File: src/design/spg_pkg.sv
// Package of offsets, fields, commands and reset values of the split pulse generator
package spg_pkg;

  // Register byte offsets
  localparam logic [7:0] SPG_OFF_CMD      = 8'h00;
  localparam logic [7:0] SPG_OFF_LENGTH   = 8'h04;
  localparam logic [7:0] SPG_OFF_WIDTH    = 8'h08;
  localparam logic [7:0] SPG_OFF_COUNT    = 8'h0C;
  localparam logic [7:0] SPG_OFF_MODE     = 8'h10;
  localparam logic [7:0] SPG_OFF_STATUS   = 8'h14;
  localparam logic [7:0] SPG_OFF_IRQ_EN   = 8'h18;
  localparam logic [7:0] SPG_OFF_IRQ_STAT = 8'h1C;
  localparam logic [7:0] SPG_OFF_EMITTED  = 8'h20;

  // Command codes written to the command register
  localparam logic [7:0] SPG_CMD_START = 8'h75;
  localparam logic [7:0] SPG_CMD_TERM  = 8'h76;

  // Field positions
  localparam int SPG_BIT_SPLIT_BUSY = 13;
  localparam int SPG_BIT_POLARITY   = 10;
  localparam int SPG_BIT_LEADING    = 11;
  localparam int SPG_BIT_IRQ_EDGE   = 10;
  localparam int SPG_BIT_IRQ_DONE   = 11;

  // Interrupt source indices inside the two-bit status vector
  localparam int SPG_SRC_EDGE = 0;
  localparam int SPG_SRC_DONE = 1;
  localparam int SPG_NUM_SRC  = 2;

  // Reset values and unit constants
  localparam logic [15:0] SPG_LENGTH_RST = 16'h0002;
  localparam logic [15:0] SPG_WIDTH_RST  = 16'h0001;
  localparam logic [15:0] SPG_COUNT_RST  = 16'h0000;
  localparam logic [15:0] SPG_ONE        = 16'h0001;
  localparam logic [15:0] SPG_ZERO       = 16'h0000;

endpackage : spg_pkg

File: src/design/spg_reg_if.sv
// Interface between the bus slave and the register file of the split pulse generator
`timescale 1ns/1ps
interface spg_reg_if;
  logic [7:0]  addr;
  logic        wr;
  logic [31:0] wdata;
  logic [31:0] rdata;

  modport slave (output addr, output wr, output wdata, input rdata);
  modport regs  (input addr, input wr, input wdata, output rdata);
endinterface : spg_reg_if

File: src/design/spg_avs_slave.sv
// Avalon-MM slave with waitrequest feeding the register file
`timescale 1ns/1ps
module spg_avs_slave
  import spg_pkg::*;
(
  // Clock and reset
  input  logic        clk,
  input  logic        reset,
  // Avalon-MM slave
  input  logic [7:0]  avs_address,
  input  logic        avs_read,
  input  logic        avs_write,
  input  logic [31:0] avs_writedata,
  output logic [31:0] avs_readdata,
  output logic        avs_waitrequest,
  // Register side
  spg_reg_if.slave    rif
);

  logic wait_q;

  // Every access answers one cycle after it appears
  always_ff @(posedge clk or posedge reset) begin
    if (reset) begin
      wait_q <= 1'b1;
    end else if (!wait_q) begin
      wait_q <= 1'b1;
    end else if (avs_read || avs_write) begin
      wait_q <= 1'b0;
    end
  end

  // Read data captured on the first cycle, stands while waitrequest is low
  always_ff @(posedge clk or posedge reset) begin
    if (reset) begin
      avs_readdata <= 32'h00000000;
    end else if (avs_read && wait_q) begin
      avs_readdata <= rif.rdata;
    end
  end

  // Write takes effect on the edge that sees waitrequest low
  assign avs_waitrequest = wait_q;
  assign rif.addr        = avs_address;
  assign rif.wdata       = avs_writedata;
  assign rif.wr          = avs_write && !wait_q;

endmodule : spg_avs_slave

File: src/design/spg_irq.sv
// Sticky interrupt status with write-one-to-clear and mask
`timescale 1ns/1ps
module spg_irq
  import spg_pkg::*;
#(
  parameter int W = 2
) (
  // Clock and reset
  input  logic         clk,
  input  logic         reset,
  // Events and software access
  input  logic [W-1:0] set,
  input  logic         clr_we,
  input  logic [W-1:0] clr_data,
  input  logic [W-1:0] mask,
  // Results
  output logic [W-1:0] status,
  output logic         irq
);

  // Set wins over a clear in the same cycle
  always_ff @(posedge clk or posedge reset) begin
    if (reset) begin
      status <= '0;
    end else begin
      status <= set | (status & ~(clr_we ? clr_data : '0));
    end
  end

  // Level output while any enabled bit is pending
  always_ff @(posedge clk or posedge reset) begin
    if (reset) begin
      irq <= 1'b0;
    end else begin
      irq <= |(status & mask);
    end
  end

endmodule : spg_irq

File: src/design/spg_top.sv
// Split pulse generator locked to drive pulses, with registers and interrupt
`timescale 1ns/1ps
module spg_top
  import spg_pkg::*;
(
  // Clock and reset
  input  logic        clk,
  input  logic        reset,
  // Avalon-MM slave
  input  logic [7:0]  avs_address,
  input  logic        avs_read,
  input  logic        avs_write,
  input  logic [31:0] avs_writedata,
  output logic [31:0] avs_readdata,
  output logic        avs_waitrequest,
  // Pulse generator side
  input  logic        drive_pulse,
  input  logic        driving,
  // Synchronous action requests
  input  logic        sync_start,
  input  logic        sync_stop,
  input  logic        sync_load,
  input  logic [15:0] sync_load_length,
  input  logic [15:0] sync_load_width,
  // Split output and events
  output logic        split_pin,
  output logic        evt_started,
  output logic        evt_pulse,
  output logic        evt_ended,
  output logic        irq
);

  spg_reg_if rif ();
  // Settings
  logic [15:0] len_q;
  logic [15:0] wid_q;
  logic [15:0] cnt_q;
  logic        pol_q;
  logic        lead_q;
  logic [1:0]  mask_q;
  // Engine state
  logic        act_q,   act_d;
  logic        out_q,   out_d;
  logic        first_q, first_d;
  logic        skip_q,  skip_d;
  logic        term_q,  term_d;
  logic [15:0] pos_q,   pos_d;
  logic [15:0] emit_q,  emit_d;
  logic        driving_q;
  // Event terms
  logic        ended_c;
  logic        edge_c;
  logic        cmd_start;
  logic        cmd_term;
  logic        start_req;
  logic        term_req;
  logic        drive_stop;
  logic [1:0]  irq_status;
  logic [31:0] rdata_c;

  // Last position of a split period
  function automatic logic [15:0] last_pos(input logic [15:0] len);
    last_pos = len - SPG_ONE;
  endfunction : last_pos

  // Test for a write of a value to one register offset
  function automatic logic wr_hit(input logic wr, input logic [7:0] addr,
                                  input logic [7:0] off);
    wr_hit = wr && (addr == off);
  endfunction : wr_hit

  spg_avs_slave u_slave (
    .clk             (clk),
    .reset           (reset),
    .avs_address     (avs_address),
    .avs_read        (avs_read),
    .avs_write       (avs_write),
    .avs_writedata   (avs_writedata),
    .avs_readdata    (avs_readdata),
    .avs_waitrequest (avs_waitrequest),
    .rif             (rif.slave)
  );

  spg_irq #(.W(SPG_NUM_SRC)) u_irq (
    .clk      (clk),
    .reset    (reset),
    .set      ({ended_c, edge_c}),
    .clr_we   (wr_hit(rif.wr, rif.addr, SPG_OFF_IRQ_STAT)),
    .clr_data ({rif.wdata[SPG_BIT_IRQ_DONE], rif.wdata[SPG_BIT_IRQ_EDGE]}),
    .mask     (mask_q),
    .status   (irq_status),
    .irq      (irq)
  );

  // Commands and requests from software and synchronous actions
  assign cmd_start  = wr_hit(rif.wr, rif.addr, SPG_OFF_CMD)
                      && (rif.wdata[7:0] == SPG_CMD_START);
  assign cmd_term   = wr_hit(rif.wr, rif.addr, SPG_OFF_CMD)
                      && (rif.wdata[7:0] == SPG_CMD_TERM);
  assign start_req  = cmd_start || sync_start;
  assign term_req   = cmd_term || sync_stop;
  assign drive_stop = driving_q && !driving;

  // Length and width, from software or a synchronous load
  always_ff @(posedge clk or posedge reset) begin
    if (reset) begin
      len_q <= SPG_LENGTH_RST;
      wid_q <= SPG_WIDTH_RST;
    end else if (sync_load) begin
      len_q <= sync_load_length;
      wid_q <= sync_load_width;
    end else begin
      if (wr_hit(rif.wr, rif.addr, SPG_OFF_LENGTH)) begin
        len_q <= rif.wdata[15:0];
      end
      if (wr_hit(rif.wr, rif.addr, SPG_OFF_WIDTH)) begin
        wid_q <= rif.wdata[15:0];
      end
    end
  end

  // Pulse count, mode and interrupt enables
  always_ff @(posedge clk or posedge reset) begin
    if (reset) begin
      cnt_q  <= SPG_COUNT_RST;
      pol_q  <= 1'b0;
      lead_q <= 1'b0;
      mask_q <= 2'h0;
    end else begin
      if (wr_hit(rif.wr, rif.addr, SPG_OFF_COUNT)) begin
        cnt_q <= rif.wdata[15:0];
      end
      if (wr_hit(rif.wr, rif.addr, SPG_OFF_MODE)) begin
        pol_q  <= rif.wdata[SPG_BIT_POLARITY];
        lead_q <= rif.wdata[SPG_BIT_LEADING];
      end
      if (wr_hit(rif.wr, rif.addr, SPG_OFF_IRQ_EN)) begin
        mask_q <= {rif.wdata[SPG_BIT_IRQ_DONE], rif.wdata[SPG_BIT_IRQ_EDGE]};
      end
    end
  end

  // Read back mux, unmapped offsets read zero
  always_comb begin
    rdata_c = 32'h00000000;
    case (rif.addr)
      SPG_OFF_LENGTH:  rdata_c[15:0] = len_q;
      SPG_OFF_WIDTH:   rdata_c[15:0] = wid_q;
      SPG_OFF_COUNT:   rdata_c[15:0] = cnt_q;
      SPG_OFF_EMITTED: rdata_c[15:0] = emit_q;
      SPG_OFF_MODE: begin
        rdata_c[SPG_BIT_POLARITY] = pol_q;
        rdata_c[SPG_BIT_LEADING]  = lead_q;
      end
      SPG_OFF_STATUS:  rdata_c[SPG_BIT_SPLIT_BUSY] = act_q;
      SPG_OFF_IRQ_EN: begin
        rdata_c[SPG_BIT_IRQ_EDGE] = mask_q[SPG_SRC_EDGE];
        rdata_c[SPG_BIT_IRQ_DONE] = mask_q[SPG_SRC_DONE];
      end
      SPG_OFF_IRQ_STAT: begin
        rdata_c[SPG_BIT_IRQ_EDGE] = irq_status[SPG_SRC_EDGE];
        rdata_c[SPG_BIT_IRQ_DONE] = irq_status[SPG_SRC_DONE];
      end
      default: rdata_c = 32'h00000000;
    endcase
  end
  assign rif.rdata = rdata_c;

  // Next state of the split engine
  always_comb begin
    act_d   = act_q;
    out_d   = out_q;
    first_d = first_q;
    skip_d  = skip_q;
    term_d  = term_q;
    pos_d   = pos_q;
    emit_d  = emit_q;
    ended_c = 1'b0;
    if (start_req) begin
      // Arm; status rises now, output waits for drive pulses
      act_d   = 1'b1;
      first_d = 1'b1;
      skip_d  = !lead_q;
      emit_d  = SPG_ZERO;
      term_d  = 1'b0;
      out_d   = 1'b0;
      pos_d   = SPG_ZERO;
    end else if (act_q) begin
      if (drive_stop) begin
        act_d   = 1'b0;
        out_d   = 1'b0;
        ended_c = 1'b1;
      end else begin
        if (drive_pulse) begin
          if (first_q) begin
            pos_d   = SPG_ZERO;
            first_d = 1'b0;
          end else if (pos_q >= last_pos(len_q)) begin
            pos_d  = SPG_ZERO;
            skip_d = 1'b0;
          end else begin
            pos_d = pos_q + SPG_ONE;
          end
          // Active for the width, idle for the rest of the period
          out_d = !skip_d && (pos_d < wid_q);
          if (out_d && !out_q) begin
            emit_d = emit_q + SPG_ONE;
          end
          if (term_q && !first_q && (pos_d == last_pos(len_q))) begin
            act_d   = 1'b0;
            out_d   = 1'b0;
            ended_c = 1'b1;
          end else if ((cnt_q != SPG_ZERO) && (emit_q == cnt_q)
                       && out_q && !out_d) begin
            act_d   = 1'b0;
            ended_c = 1'b1;
          end
        end
        if (term_req && act_d) begin
          if (!out_d) begin
            act_d   = 1'b0;
            ended_c = 1'b1;
          end else begin
            term_d = 1'b1;
          end
        end
      end
    end
  end
  assign edge_c = out_d && !out_q;

  // Engine registers
  always_ff @(posedge clk or posedge reset) begin
    if (reset) begin
      act_q   <= 1'b0;
      out_q   <= 1'b0;
      first_q <= 1'b0;
      skip_q  <= 1'b0;
      term_q  <= 1'b0;
      pos_q   <= SPG_ZERO;
      emit_q  <= SPG_ZERO;
    end else begin
      act_q   <= act_d;
      out_q   <= out_d;
      first_q <= first_d;
      skip_q  <= skip_d;
      term_q  <= term_d;
      pos_q   <= pos_d;
      emit_q  <= emit_d;
    end
  end

  // Driving level history for stop detection
  always_ff @(posedge clk or posedge reset) begin
    if (reset) begin
      driving_q <= 1'b0;
    end else begin
      driving_q <= driving;
    end
  end

  // Pin with polarity applied, inactive after reset
  always_ff @(posedge clk or posedge reset) begin
    if (reset) begin
      split_pin <= 1'b0;
    end else begin
      split_pin <= out_d ^ pol_q;
    end
  end

  // Synchronous action factor strobes
  always_ff @(posedge clk or posedge reset) begin
    if (reset) begin
      evt_started <= 1'b0;
      evt_pulse   <= 1'b0;
      evt_ended   <= 1'b0;
    end else begin
      evt_started <= start_req;
      evt_pulse   <= edge_c;
      evt_ended   <= ended_c;
    end
  end

  // Status follows a start on the next edge
  chk_start_sets_status: assert property (
    @(posedge clk) disable iff (reset)
    start_req |=> act_q && !out_q && (emit_q == SPG_ZERO))
    else $error("status or count wrong after start");
  // Restart clears the emitted count
  chk_restart_count_clear: assert property (
    @(posedge clk) disable iff (reset)
    act_q && start_req |=> emit_q == SPG_ZERO)
    else $error("restart did not clear emitted count");
  // A stop of driving ends operation with the output off
  chk_drive_stop_off: assert property (
    @(posedge clk) disable iff (reset)
    act_q && drive_stop && !start_req |=> !act_q && !out_q && evt_ended)
    else $error("drive stop did not end split operation");
  // Terminate with output inactive ends at once
  chk_term_idle_now: assert property (
    @(posedge clk) disable iff (reset)
    act_q && term_req && !out_q && !drive_pulse && !start_req && !drive_stop
    |=> !act_q)
    else $error("terminate while inactive did not stop");
  // Terminate while active keeps the pulse running
  chk_term_active_holds: assert property (
    @(posedge clk) disable iff (reset)
    act_q && out_q && term_req && !drive_pulse && !start_req && !drive_stop
    |=> act_q && out_q)
    else $error("terminate cut an active pulse");
  // Output idle whenever operation is off
  chk_idle_inactive: assert property (
    @(posedge clk) disable iff (reset)
    !act_q |-> !out_q)
    else $error("split output active while stopped");
  // Pin follows logical output with the programmed sense
  chk_pin_polarity: assert property (
    @(posedge clk) disable iff (reset)
    $stable(pol_q) |-> split_pin == (out_q ^ pol_q))
    else $error("split pin polarity mismatch");
  // Last counted pulse falling ends operation
  chk_count_end: assert property (
    @(posedge clk) disable iff (reset)
    $fell(out_q) && $past(act_q) && !$past(start_req) && (cnt_q != SPG_ZERO)
    && (emit_q == cnt_q) && $stable(cnt_q) |-> !act_q)
    else $error("operation continued after last pulse");
  // Output changes only on drive pulses, driving stops or starts
  chk_output_drive_locked: assert property (
    @(posedge clk) disable iff (reset)
    !drive_pulse && !drive_stop && !start_req |=> $stable(out_q))
    else $error("split output moved without a drive pulse");
  // Each pulse rise raises the interrupt two edges later when enabled
  chk_edge_irq: assert property (
    @(posedge clk) disable iff (reset)
    edge_c && mask_q[SPG_SRC_EDGE] && $stable(mask_q) ##1 $stable(mask_q)
    |=> irq)
    else $error("pulse interrupt missing");
  // End of operation raises the interrupt when enabled
  chk_done_irq: assert property (
    @(posedge clk) disable iff (reset)
    ended_c && mask_q[SPG_SRC_DONE] && $stable(mask_q) ##1 $stable(mask_q)
    |=> irq)
    else $error("end interrupt missing");
  // Active phase never exceeds the programmed width
  chk_width_bound: assert property (
    @(posedge clk) disable iff (reset)
    out_q |-> pos_q < wid_q)
    else $error("pulse active past its width");

endmodule : spg_top

File: config.mk
export PLATFORM = sky130hd
export DESIGN_NAME = spg_top
export DESIGN_NICKNAME = d
export VERILOG_FILES = /design/src/design/spg_pkg.sv /design/src/design/spg_reg_if.sv /design/src/design/spg_avs_slave.sv /design/src/design/spg_irq.sv /design/src/design/spg_top.sv
export SDC_FILE = /design/constraint.sdc
export NUM_CORES = 1
export LEC_CHECK = 0
export BUFFER_PORTS_ARGS = -buffer_cell sky130_fd_sc_hd__buf_2
export CAP_MARGIN = 40
export CORE_AREA = 2 2 105 148
export CTS_CLUSTER_DIAMETER = 80
export DETAILED_ROUTE_END_ITERATION = 7
export DIE_AREA = 0 0 107 150
export PLACE_DENSITY = 0.84
export SKIP_LAST_GASP = 1
export SLEW_MARGIN = 10
export SYNTH_ARGS = -nofsm -noshare
export SYNTH_HDL_FRONTEND = slang
export SYNTH_HIERARCHICAL = 1
export SYNTH_SLANG_ARGS = --single-unit
File: constraint.sdc
create_clock -name clk -period 6.3 [get_ports clk]
set_input_delay 1.26 -clock clk [delete_from_list [all_inputs] [get_ports clk]]
set_output_delay 1.26 -clock clk [all_outputs]
set_load 0.01 [all_outputs]
==> flow_summary.ini <==
[worst_setup_path]
end_kind = flop
required_ns = 6.65
critical_path_class = reg2reg
worstPathMaxFanout = 10
r2r_setup_slack_ns = 0.46
critPathArrivalTime_ns = 6.19
start_kind = flop

[placement]
routabilityCongestion = 0.963
port_buffers = 102
hpwl_mm = 17.4

[synth]
syn-instance-count = 863
synth_area_um2 = 8450
syn_avg_cell_area_um2 = 9.80
ys_warn_count = 6

[clocking]
cts_buffers = 17
cts-root-buf = clkbuf_16
path_clk_slew_ns = 0.06
cts_sinks = 130
cts-resized-gates = 0
htree_levels = 4
insertion_delay_ns = 0.43
cts_hold_buf = 0
postCtsSetupBuffers = 0
clk_path_buf_depth = 2
cts_tree = done

[detailed_routing]
routed_via_density = 6.31
dr.pass1.iters = 7
drt_iter0_drc = 627
num_vias = 7315
routedWlPerCell_um = 20.5
post-route-drc-count = 0
wl_mm = 23.7
postRouteAntennaNets = 0

[min_path]
hp-class = reg2reg

[finish]
fillCellCount = 1124
diodes = 0
areaGrowthSynthToFinish_pct = 14.2
nets = 1069
multi_input_area_um2 = 4740
layout-drive-gt1-share_pct = 24.0
seq_area_um2 = 3260

[floorplanning]
fp.dieW_um = 107
start_util_pct = 57.2
die_h_um = 150
core-area_um2 = 14800
ios = 119
dieArea_um2 = 16100
rows = 53

[outcome]
outcome = finished clean

[pwr]
p_total_mw = 2.30
power.density_nw_per_um2 = 238
power.leakage_nw = 4.72
peakVddDrop_mv = 0.211

[job]
max_cap_violations = 0

[global_routing]
grt_usage_pct = 30.5
antenna_found_initial = 0
grt_first_pass_wirelength_mm = 37.3
grt_pass1_vias = 7122
grt_max_degree = 56
grt-ovfl-total = 0

[sta]
fmax_mhz = 171
setup_viol = 0
finalHoldViolations = 0
rsz0062_at_grt = false
finalSetupTns_ns = 0
fin_worst_skew_ns = 0.0111
slew_viol_final = 0
fin_crit_sh_pct = 92.6
min_period_ns = 5.84
slew_headroom_pct = 40.1
max_slew.worst_pin.slew_ns = 0.896
## state kept, by name, summed over array words and instances (netlist names), 2 cells and up
name / count
len_q: 16
u_slave/avs_readdata: 32
u_irq/status: 2
cnt_q: 16
pos_q: 16
emit_q: 16
mask_q: 2
wid_q: 16
## cell type report
type | instances | area share [%]
timing repair buffer | 117 | 7.02
sequential | 130 | 33.7
multi-input combinational | 650 | 49.1
clock buffer | 18 | 4.45
inverter | 38 | 1.49
clock inverter | 14 | 1.72
tap | 192 | 2.49
## final timing paths
| kind | start | to | cells after the start |
|---|---|---|---|
| min in group asynchronous | reset | u_irq/status[1]$_DFF_PP0_ | 2 |
| max | len_q[7]$_DFFE_PP0P_ | emit_q[12]$_DFFE_PP0P_ | 17 |
| min reg2reg | u_slave/avs_readdata[7]$_DFFE_PP0P_ | u_slave/avs_readdata[7]$_DFFE_PP0P_ | 1 |
| max in group asynchronous | reset | emit_q[7]$_DFFE_PP0P_ | 3 |
| max reg2reg | len_q[7]$_DFFE_PP0P_ | emit_q[12]$_DFFE_PP0P_ | 17 |
| min | u_slave/avs_readdata[7]$_DFFE_PP0P_ | u_slave/avs_readdata[7]$_DFFE_PP0P_ | 1 |
## cells in the final DEF, fill, tap and decap left out, drive strengths merged, types with 17 or more instances in the layout
master,count
a21oi,39
buf,117
clkbuf,18
dfrtp,127
ha,34
inv,45
mux2,50
mux2i,30
nand2,86
nand3,19
nand4,19
nor2,56
nor3,26
nor4,21
o21ai,57
xnor2,17
xor2,32
## metrics by stage
| step | utilization, % | hold slack [ns] | setup slack (ns) | instances | instance area, um^2 |
|---|---|---|---|---|---|
| finish | 65.3 | 0.503 | 0.465 | 1159 | 9650 |
| detailed placement | 61.2 | 0.487 | 0.606 | 1126 | 9050 |
| CTS | 65.2 | 0.503 | 0.470 | 1158 | 9640 |
| floorplan | - | 0.445 | 0.614 | 878 | 8510 |
| global placement | 60.5 | 0.474 | 0.722 | 1120 | 8950 |
| global route | 65.3 | 0.520 | 0.0873 | 1159 | 9650 |
## metal layers
| metal | track usage, % | vias up | part of all wire (%) | routed length [um] |
|---|---|---|---|---|
| met5 | 0 | - | 0 | 0 |
| met4 | 17.7 | 0 | 5.8 | 1370 |
| met3 | 4.31 | 104 | 5.7 | 1360 |
| met2 | 53.7 | 370 | 51 | 12200 |
| met1 | 35.2 | 3539 | 37 | 8770 |
| li1 | - | 3302 | - | - |
## where the power goes
part | switching (mW) | total (mW) | internal, mW | leakage, nW
logic | 0.192 | 0.338 | 0.146 | 2.74
registers | 0.0629 | 0.950 | 0.887 | 1.69
clock network | 0.417 | 1.01 | 0.596 | 0.294
total | 0.672 | 2.30 | 1.63 | 4.72
## critical path, cell delays in order (launching register included)
cell	delay [ns]
dfrtp_1	0.48
nor4_1	0.60
nand3_1	0.22
nor3_1	0.22
xnor2_1	0.20
ha_1	0.32
a211oi_2	0.25
nor2_1	0.08
or4_4	0.61
nor4_2	0.50
ha_1	0.34
a211oi_1	0.29
nand2_1	0.11
o21ai_1	0.19
nand3_1	0.12
or3b_1	0.51
or4b_1	0.55
a21oi_1	0.16
(Power assumes the default switching activity.)
